==> src/slvi_pkg.sv <==
// shared constants and carrier types for the serial line interrupt control
package slvi_pkg;

  // status register write data positions
  localparam int unsigned RX_IRQ_EN_BIT = 6;
  localparam int unsigned MODEM_IRQ_EN_BIT = 5;
  localparam int unsigned TX_IRQ_EN_BIT = 6;
  localparam int unsigned WR_DATA_W = 8;

  // vector layout: bits 8:3 from jumpers, bit 2 from source, bits 1:0 never driven
  localparam int unsigned VEC_W = 9;
  localparam int unsigned VEC_JUMPER_W = 6;
  localparam int unsigned VEC_SRC_BIT = 2;
  localparam logic [VEC_JUMPER_W-1:0] VEC_JUMPER_DEFAULT = 6'h06;
  localparam logic VEC_DIGIT_RX = 1'h0;
  localparam logic VEC_DIGIT_TX = 1'h1;
  localparam logic [1:0] VEC_LOW_UNDRIVEN = 2'h0;

  // request levels four to seven, one-hot on the level lines
  localparam int unsigned LEVELS = 4;
  localparam logic [1:0] LEVEL_SEL_FOUR = 2'h0;

  typedef struct packed {
    logic [1:0] level_sel;
    logic [VEC_JUMPER_W-1:0] vector_hi;
    logic modem_irq_jumper;
    logic dma_sample_jumper;
  } slvi_cfg_t;

  typedef struct packed {
    logic ring;
    logic carrier;
    logic peer_may_send;
    logic secondary_receive_line;
  } slvi_modem_t;

  typedef enum logic [2:0] {
    ST_IDLE,
    ST_REQUEST,
    ST_ACKED,
    ST_MASTER
  } slvi_state_t;

endpackage

==> src/slvi_irq_ctrl.sv <==
// interrupt request, bus arbitration and vector logic for the serial line interface
`timescale 1ns/10ps

// Behaviour
// RULE1: vector low octal digit is 0 for receiver, 4 for transmitter, not jumpered.
// RULE2: status write bit 06 sets receive enable; request while enable and char ready.
// RULE3: status write bit 05 sets modem enable; request while enable and modem flag.
// RULE4: modem flag is set by activity on ring, carrier, may-send, secondary lines.
// RULE5: receive-done and modem requests merge into one receiver-side source.
// RULE6: transmit status bit 06 sets transmit enable; request while enable and holding empty.
// RULE7: request goes out on the configured level line, level four by default.
// RULE8: on grant give selection ack, then take bus busy once busy, sync, grant false.
// RULE9: receiver side is served first when both sides are pending.
// RULE10: six jumpers set vector bits 8:3; bits 1:0 are never driven.
// RULE11: data line two low for receiver vector 060, high for transmitter 064.
// RULE12: with nothing pending the incoming grant passes straight to the outgoing grant.
// RULE13: software keeps condition and enable until its routine clears one.
// RULE14: bus mastership is released once the processor has latched the vector.
// RULE15: a served source requests again only after its request level drops and returns.
// RULE16: software rechecks receiver conditions or masks 05 and 06 during the routine.
// RULE17: the logic never raises a direct transfer request.
// RULE18: with sampling enabled, a direct transfer request holds off our request.
// RULE19: a configuration option disables modem interrupts altogether.
// RULE20: reading receiver status or bus initialize clears the modem flag.
// RULE21: receive buffer access pulses a clear of the character ready condition.
// RULE22: bus initialize clears enables, re-arm inhibits and any pending request.
module slvi_irq_ctrl
  import slvi_pkg::*;
(
  // clock and reset
  input wire logic mclk,
  input wire logic rst_b,
  input wire logic bus_initialize,
  // configuration straps
  input wire slvi_cfg_t cfg,
  // status register access strobes
  input wire logic rx_status_wr,
  input wire logic tx_status_wr,
  input wire logic [WR_DATA_W-1:0] wr_data,
  input wire logic rx_status_rd,
  input wire logic rx_buffer_access,
  // serial core conditions
  input wire logic rx_char_ready,
  input wire logic uart_tx_ready,
  output logic rx_ready_clear,
  // modem lines from the far side
  input wire slvi_modem_t modem_lines,
  // readable status
  output logic rx_irq_enable,
  output logic modem_irq_enable,
  output logic tx_irq_enable,
  output logic modem_change,
  // system bus arbitration
  output logic [LEVELS-1:0] bus_request,
  input wire logic [LEVELS-1:0] grant_chain_in,
  output logic [LEVELS-1:0] grant_chain_out,
  output logic selection_ack,
  input wire logic bus_busy,
  output logic bus_busy_out,
  input wire logic slave_sync,
  input wire logic direct_transfer_request,
  output logic direct_transfer_out,
  // interrupt vector
  output logic irq_strobe,
  output logic [VEC_W-1:0] vector_out,
  output logic vector_oe,
  output logic data_line_two
);

  function automatic logic changed(input logic now_v, input logic was_v);
    changed = now_v ^ was_v;
  endfunction

  // modem lines: two-stage sync, then a third stage for edge detection
  slvi_modem_t meta_q, sync_q, prev_q;
  slvi_modem_t meta_d, sync_d, prev_d;
  logic modem_event;

  always_comb
  begin
    meta_d = modem_lines;
    sync_d = meta_q;
    prev_d = sync_q;
    // ring counts on its rising edge only, the others on either edge
    modem_event = (sync_q.ring & ~prev_q.ring) // [RULE4]
      | changed(sync_q.carrier, prev_q.carrier)
      | changed(sync_q.peer_may_send, prev_q.peer_may_send)
      | changed(sync_q.secondary_receive_line, prev_q.secondary_receive_line);
  end

  always_ff @(posedge mclk or negedge rst_b)
  begin
    if (!rst_b)
    begin
      meta_q <= '0;
      sync_q <= '0;
      prev_q <= '0;
    end
    else
    begin
      meta_q <= meta_d;
      sync_q <= sync_d;
      prev_q <= prev_d;
    end
  end

  // enables, modem flag and clear pulse
  logic rx_en_q, modem_en_q, tx_en_q, modem_flag_q, rx_clr_q;
  logic rx_en_d, modem_en_d, tx_en_d, modem_flag_d, rx_clr_d;

  always_comb
  begin
    rx_en_d = rx_en_q;
    modem_en_d = modem_en_q;
    tx_en_d = tx_en_q;
    modem_flag_d = modem_flag_q;
    if (rx_status_wr)
    begin
      rx_en_d = wr_data[RX_IRQ_EN_BIT]; // [RULE2]
      modem_en_d = wr_data[MODEM_IRQ_EN_BIT]; // [RULE3]
    end
    if (tx_status_wr)
      tx_en_d = wr_data[TX_IRQ_EN_BIT]; // [RULE6]
    if (rx_status_rd)
      modem_flag_d = 1'h0; // [RULE20]
    // an edge in the read cycle must not be lost, so the set comes last
    if (modem_event)
      modem_flag_d = 1'h1; // [RULE4]
    rx_clr_d = rx_buffer_access; // [RULE21]
    if (bus_initialize)
    begin
      rx_en_d = 1'h0; // [RULE22]
      modem_en_d = 1'h0;
      tx_en_d = 1'h0;
      modem_flag_d = 1'h0; // [RULE20]
      rx_clr_d = 1'h0;
    end
  end

  always_ff @(posedge mclk or negedge rst_b)
  begin
    if (!rst_b)
    begin
      rx_en_q <= 1'h0;
      modem_en_q <= 1'h0;
      tx_en_q <= 1'h0;
      modem_flag_q <= 1'h0;
      rx_clr_q <= 1'h0;
    end
    else
    begin
      rx_en_q <= rx_en_d;
      modem_en_q <= modem_en_d;
      tx_en_q <= tx_en_d;
      modem_flag_q <= modem_flag_d;
      rx_clr_q <= rx_clr_d;
    end
  end

  assign rx_irq_enable = rx_en_q;
  assign modem_irq_enable = modem_en_q;
  assign tx_irq_enable = tx_en_q;
  assign modem_change = modem_flag_q;
  assign rx_ready_clear = rx_clr_q;

  // request sources
  logic rx_side_request, tx_side_request;
  assign rx_side_request = (rx_en_q & rx_char_ready) // [RULE2] [RULE5]
    | (modem_en_q & modem_flag_q & cfg.modem_irq_jumper); // [RULE3] [RULE19]
  assign tx_side_request = tx_en_q & uart_tx_ready; // [RULE6]

  // arbitration sequencer with per-source re-arm inhibit
  slvi_state_t state_q, state_d;
  logic rx_inh_q, tx_inh_q, src_tx_q, vec_oe_q, strobe_q;
  logic rx_inh_d, tx_inh_d, src_tx_d, vec_oe_d, strobe_d;
  logic [VEC_W-1:0] vec_q, vec_d;
  logic rx_live, tx_live, hold_off, my_grant;

  assign rx_live = rx_side_request & ~rx_inh_q;
  assign tx_live = tx_side_request & ~tx_inh_q;
  assign hold_off = cfg.dma_sample_jumper & direct_transfer_request; // [RULE18]
  assign my_grant = grant_chain_in[cfg.level_sel];

  always_comb
  begin
    state_d = state_q;
    src_tx_d = src_tx_q;
    vec_d = vec_q;
    vec_oe_d = vec_oe_q;
    strobe_d = strobe_q;
    rx_inh_d = rx_inh_q;
    tx_inh_d = tx_inh_q;
    // inhibit lifts only once the source's level has dropped
    if (!rx_side_request)
      rx_inh_d = 1'h0; // [RULE15]
    if (!tx_side_request)
      tx_inh_d = 1'h0; // [RULE15]
    case (state_q)
      ST_IDLE:
      begin
        if ((rx_live | tx_live) & ~hold_off)
          state_d = ST_REQUEST; // [RULE18]
      end
      ST_REQUEST:
      begin
        if (!(rx_live | tx_live))
          state_d = ST_IDLE; // [RULE13]
        else if (my_grant)
        begin
          src_tx_d = ~rx_live; // [RULE9]
          state_d = ST_ACKED; // [RULE8]
        end
      end
      ST_ACKED:
      begin
        if (!bus_busy && !slave_sync && !my_grant)
        begin
          state_d = ST_MASTER; // [RULE8]
          vec_oe_d = 1'h1;
          strobe_d = 1'h1;
          vec_d = {cfg.vector_hi, (src_tx_q ? VEC_DIGIT_TX : VEC_DIGIT_RX), VEC_LOW_UNDRIVEN}; // [RULE1] [RULE10] [RULE11]
        end
      end
      ST_MASTER:
      begin
        if (slave_sync)
        begin
          // processor has latched the vector: let go of everything
          state_d = ST_IDLE; // [RULE14]
          vec_oe_d = 1'h0;
          strobe_d = 1'h0;
          if (src_tx_q)
            tx_inh_d = 1'h1; // [RULE15]
          else
            rx_inh_d = 1'h1; // [RULE15]
        end
      end
      default:
      begin
        state_d = ST_IDLE;
      end
    endcase
    if (bus_initialize)
    begin
      state_d = ST_IDLE; // [RULE22]
      rx_inh_d = 1'h0;
      tx_inh_d = 1'h0;
      vec_oe_d = 1'h0;
      strobe_d = 1'h0;
    end
  end

  always_ff @(posedge mclk or negedge rst_b)
  begin
    if (!rst_b)
    begin
      state_q <= ST_IDLE;
      src_tx_q <= 1'h0;
      vec_q <= '0;
      vec_oe_q <= 1'h0;
      strobe_q <= 1'h0;
      rx_inh_q <= 1'h0;
      tx_inh_q <= 1'h0;
    end
    else
    begin
      state_q <= state_d;
      src_tx_q <= src_tx_d;
      vec_q <= vec_d;
      vec_oe_q <= vec_oe_d;
      strobe_q <= strobe_d;
      rx_inh_q <= rx_inh_d;
      tx_inh_q <= tx_inh_d;
    end
  end

  // handshake outputs
  logic requesting;
  assign requesting = (state_q == ST_REQUEST);

  always_comb
  begin
    bus_request = '0;
    grant_chain_out = grant_chain_in; // [RULE12]
    if (requesting)
      bus_request[cfg.level_sel] = 1'h1; // [RULE7]
    // once we want the bus our own grant stops here
    if (state_q != ST_IDLE)
      grant_chain_out[cfg.level_sel] = 1'h0;
  end

  assign selection_ack = (state_q == ST_ACKED); // [RULE8]
  assign bus_busy_out = (state_q == ST_MASTER); // [RULE8]
  assign direct_transfer_out = 1'h0; // [RULE17]
  assign irq_strobe = strobe_q;
  assign vector_out = vec_q;
  assign vector_oe = vec_oe_q;
  assign data_line_two = vec_q[VEC_SRC_BIT]; // [RULE11]

endmodule // slvi_irq_ctrl

==> config.mk <==
export PLATFORM = sky130hd
export DESIGN_NAME = slvi_irq_ctrl
export DESIGN_NICKNAME = d
export VERILOG_FILES = /design/src/slvi_pkg.sv /design/src/slvi_irq_ctrl.sv
export SDC_FILE = /design/constraint.sdc
export NUM_CORES = 1
export LEC_CHECK = 0
export BUFFER_PORTS_ARGS = -buffer_cell sky130_fd_sc_hd__buf_2
export CORE_ASPECT_RATIO = 1.25
export CORE_UTILIZATION = 45
export CTS_CLUSTER_DIAMETER = 30
export DETAILED_ROUTE_END_ITERATION = 10
export GPL_ROUTABILITY_DRIVEN = 0
export PLACE_DENSITY = 0.8
export SLEW_MARGIN = 10
export SYNTH_ARGS = -nofsm -noshare
export SYNTH_HDL_FRONTEND = slang
export SYNTH_SLANG_ARGS = --single-unit
==> constraint.sdc <==
create_clock -name mclk -period 1.9 [get_ports mclk]
set_input_delay 0.38 -clock mclk [delete_from_list [all_inputs] [get_ports mclk]]
set_output_delay 0.38 -clock mclk [all_outputs]
set_load 0.05 [all_outputs]
After elaboration in Yosys (flattened, before gate mapping) --
Index checks and enable logic that the tools add are counted.
Cells by class: add/sub/neg operators 0, $mul 0, div/mod/pow operators 0, magnitude comparators 2, equal/unequal tests 7, shifts and indexed selects 0, multiplexer cells 38, bitwise gates (word level) 24, reduce and logical (&&, ||, !) cells 16
Operators by type and width (count):
- $mux 1 | 26
- $mux 3 | 6
- $pmux 3 s4 | 1
- $and 1x1->1 | 9
- $reduce_bool 3->1 | 3
- $mux 4 | 2
- $eq 3x2->1 const B | 2
- $ne 3x2->1 const B | 2
- $reduce_and 3->1 | 2
- $not 1->1 | 5
- $or 1x1->1 | 5
- $and 4x4->4 | 1
- $ne 4x4->1 const B | 1
- $not 4->4 | 1
- $reduce_and 4->1 | 1
- $reduce_bool 2->1 | 2
- $eq 3x1->1 const B | 1
- $logic_and 1x1->1 | 3
- $logic_not 1->1 | 3
- $logic_not 3->1 | 1
- $lt 2x3->1 const B | 1
- $ne 3x3->1 const B | 1
- $xor 1x1->1 | 3
- $bmux 1 s2 | 1
- 4 further kinds | 4
Storage, ports and cells: register bits after elaboration 31, bits in latches 0, memory bits (writable) 0, bits in read-only memories 0, bits of input ports 38, logic and storage cells 110, memories 0

Depth between registers and ports, before layout --
word-level depth 9, gate-level depth with buffers 6

Least setup slack after synthesis --
No wires, ideal clock.
path type flip-flop to output port, start point reg state_q[0], end point out grant_chain_out[0], arrival 1941 ps, required time 1520 ps, slack -421 ps, cell stages (with the launch flop) 5, path buffers 1, cells stage by stage dfrtp_1 -> buf_1 -> nor2_1 -> nor2_1 -> a21boi_0
On the way: cells in the longest elaborated chain, start to end 2
RTL lines:
- from (decl) | RTL line slvi_irq_ctrl.sv:173 | slvi_state_t state_q, state_d;
- from (signal assigned) | RTL line slvi_irq_ctrl.sv:267 | state_q <= state_d;
- $reduce_bool 3->1 | RTL line slvi_irq_ctrl.sv:288 | if (state_q != ST_IDLE)
- $mux 4 | RTL line slvi_irq_ctrl.sv:288
- to (decl) | RTL line slvi_irq_ctrl.sv:56 | output logic [LEVELS-1:0] grant_chain_out,
Every way passes these cells.

Worst setup path after layout --
start point in cfg[8] in the netlist's numbering, end point reg vec_q[4] (netlist: vector_out[4])
On the way: cells in the longest elaborated chain, start to end 5
RTL lines:
- from (decl) | RTL line slvi_irq_ctrl.sv:35 | input wire slvi_cfg_t cfg,
- $bmux 1 s2 | RTL line slvi_irq_ctrl.sv:182 | assign my_grant = grant_chain_in[cfg.level_sel];
- $mux 1 (not written as such) | RTL line slvi_irq_ctrl.sv:182
- $logic_not 1->1 | RTL line slvi_irq_ctrl.sv:216 | if (!bus_busy && !slave_sync && !my_grant)
- $logic_and 1x1->1 | RTL line slvi_irq_ctrl.sv:216
- $reduce_and 2->1 (no source line)
- to (signal assigned) | RTL line slvi_irq_ctrl.sv:269 | vec_q <= vec_d;
- to (decl) | RTL line slvi_irq_ctrl.sv:176 | logic [VEC_W-1:0] vec_q, vec_d;
Every way passes these cells. The select of a mux whose other input is x is not followed. A chain may end at the register's enable or synchronous reset.

==> reports/results.ini <==
[route]
drt_iter0_markers = 23
viasPerCell = 5.19
ant_nets = 0
num_vias = 1126
wirelength_mm = 2.94
firstDrtPassIters = 4
wl_per_cell_um = 13.6
drcViolationCount = 0

[clocking]
cts_buffer_depth = 2
clock_sinks = 30
cts_max_level = 2
cts_root_buffer = clkbuf_4
post_cts_buffers = 0
clkLatencyLatePin_ns = 0.32
path_clk_slew_ns = 0.09
cts_buffers = 5
cts_tree = built

[finish]
area.growth.synth_to_final_pct = 38.0
fin_nets = 220
fillers = 225
ff_latch_area_um2 = 754
drive_gt1_frac = 0.514
layout_common_cells = buf_2 (47), dfrtp_1 (27), buf_4 (17)
layout_commonest_cell = buf_2
multiInputGateArea_um2 = 572
instances_no_fill = 217
n_antenna_cell = 0

[global_route]
grt_use_met2 = 0.353
grt_pass1_vias = 1149
use_met1 = 0.242
grt_overflow = 0
antenna_found_initial = 0
grt_max_degree = 31
busiest_layer = met2
grt.total_usage = 0.211
grt_pass1_wl_mm = 4.93
use_met3 = 0.0681

[yosys]
ys_warn_count = 0
yosys_most_used_dff = dfrtp_1
syn_inst = 114
ys_async_sr_fraction = 1.00
netlist.area_leader.share = 0.560
syn_area_per_cell_um2 = 11.8
yosys-top-cells-area = dfrtp_1 (56%), mux2_2 (7.6%), buf_4 (2.8%)
synth_edf_count = 0
syn-cell-area_mm2 = 0.00134
yosysSeqAreaShare = 0.560
yosysTopAreaCell = dfrtp_1
synth.distinct_cells = 37
synth_seq_cells = 30

[setup_path]
crit_fanout = 7
crit_path_start_kind = input port
crit_type = in2reg
cp.required_ns = 2.11
crit_arrival_ns = 2.06
end_kind = flip-flop

[floorplanning]
ios = 66
dieArea_mm2 = 0.00320
num_rows = 21
die_x_um = 50.8
coreArea_mm2 = 0.00276
die_height_um = 63.0
start_util = 0.486

[worst_hold_path]
hp-class = in2async

[job]
max_cap_violations = 0

[pwr]
p_total_mw = 1.97
vdd_drop_max_v = 0.000943
p_leak_nw = 0.946
p_per_area_mw_per_mm2 = 1060

[timing]
max_freq_ghz = 0.539
worstMarginPinSlew_ns = 0.622
max-slew-margin-rel = 0.586
min_period_ns = 1.85
post-route-period-util = 0.976
slew_violations = 0
rsz0062_at_grt = true
setup_viol = 0
clock_skew_ns = 0.00644
hold_violations = 0

[placement]
dpl.hpwl_mm = 2.23
dp_cells = 209
io_buffers = 56

[status]
outcome = complete, no violations

registers in the layout, indices dropped and copies added (netlist names):
signal            count
vector_out            7
meta_q                4
prev_d                4
prev_q                4
state_q               2
irq_strobe            1
modem_change          1
modem_irq_enable      1
rx_inh_q              1
rx_irq_enable         1
rx_ready_clear        1
src_tx_q              1
tx_inh_q              1
tx_irq_enable         1
through the flow:
step           instance area [µm²]  hold slack, ns  TNS, ns  worst slack [ns]   util
6_report                      1850          0.0659        0            0.0453  0.670
4_1_cts                       1830          0.0735        0            0.0254  0.662
2_1_floorplan                 1380          0.0844    -1.59            -0.246      -
3_3_place_gp                  1760           0.334    -2.08            -0.266  0.636
5_1_grt                       1850           0.100  -0.0173           -0.0111  0.670
3_5_place_dp                  1760           0.339    -2.42            -0.300  0.636
Yosys cell counts (all sizes together), types with 2 or more instances:
library cell	instances
a21boi	2
o22ai	2
and2	2
nor2	10
nand2b	3
mux2i	3
a21oi	6
mux2	9
nor3	2
nor2b	4
xnor2	2
dfrtp	30
clkbuf	3
buf	6
nand3	2
o21a	2
nand3b	2
o21ai	4
inv	4
worst paths after layout:
| check | to | depth (start not counted) | start | slack, ns |
|---|---|---|---|---|
| setup / recovery | vector_out[4]$_DFFE_PN0P_ | 6 | cfg[8] | 0.05 |
| hold / removal | meta_q[2]$_DFF_PN0_ | 1 | rst_b | 0.07 |
| setup reg to reg | state_q[0]$_DFFE_PN0P_ | 5 | modem_irq_enable$_DFFE_PN0P_ | 0.11 |
| hold reg to reg | prev_d[0]$_DFF_PN0_ | 0 | meta_q[0]$_DFF_PN0_ | 0.36 |
| max in group asynchronous | modem_irq_enable$_DFFE_PN0P_ | 1 | rst_b | 1.39 |
| min in group mclk | meta_q[3]$_DFF_PN0_ | 1 | modem_lines[3] | 0.16 |
logic make-up after synthesis:
logic type | after synthesis | synth area share
xor gates and xnor gates | 3 | 0.0196
buffers and inverters | 13 | 0.0504
AOI/OAI and AO/OA | 21 | 0.103
muxes | 13 | 0.115
and+or+nand+nor | 33 | 0.149
other | 1 | 0.00280
DFF | 30 | 0.560
critical path, stage by stage:
cell and delay, ns:
buf_4 0.10, mux4_2 0.53, or3_4 0.37, nor3b_4 0.22, buf_12 0.16, mux2_4 0.30
where the power goes:
part / internal, mW / total [mW] / switching [mW]
clock: 0.179 / 0.388 / 0.209
sequential: 0.726 / 0.795 / 0.0690
combinational: 0.269 / 0.785 / 0.516
routing by layer:
metal	wire length, µm	share of wire	vias to the layer above
met4	38	0.013	0
met1	1130	0.38	533
met3	209	0.071	4
met5	0	0	-
li1	-	-	535
met2	1570	0.53	54
final cells by class:
| cell class | instances | area share |
|---|---|---|
| well taps | 34 | 0.0230 |
| multi-input cells | 73 | 0.309 |
| clock buffers | 7 | 0.0298 |
| flip-flops and latches | 30 | 0.408 |
| repair buffers | 68 | 0.219 |
| clock inverters | 1 | 0.00271 |
| inverters | 4 | 0.00812 |
repair_timing:
item,in CTS,in global routing
resized for setup,4,10
hold buffers,0,0
setup endpoints to repair,4,8
Note: power is estimated with default switching activity, not from simulation.
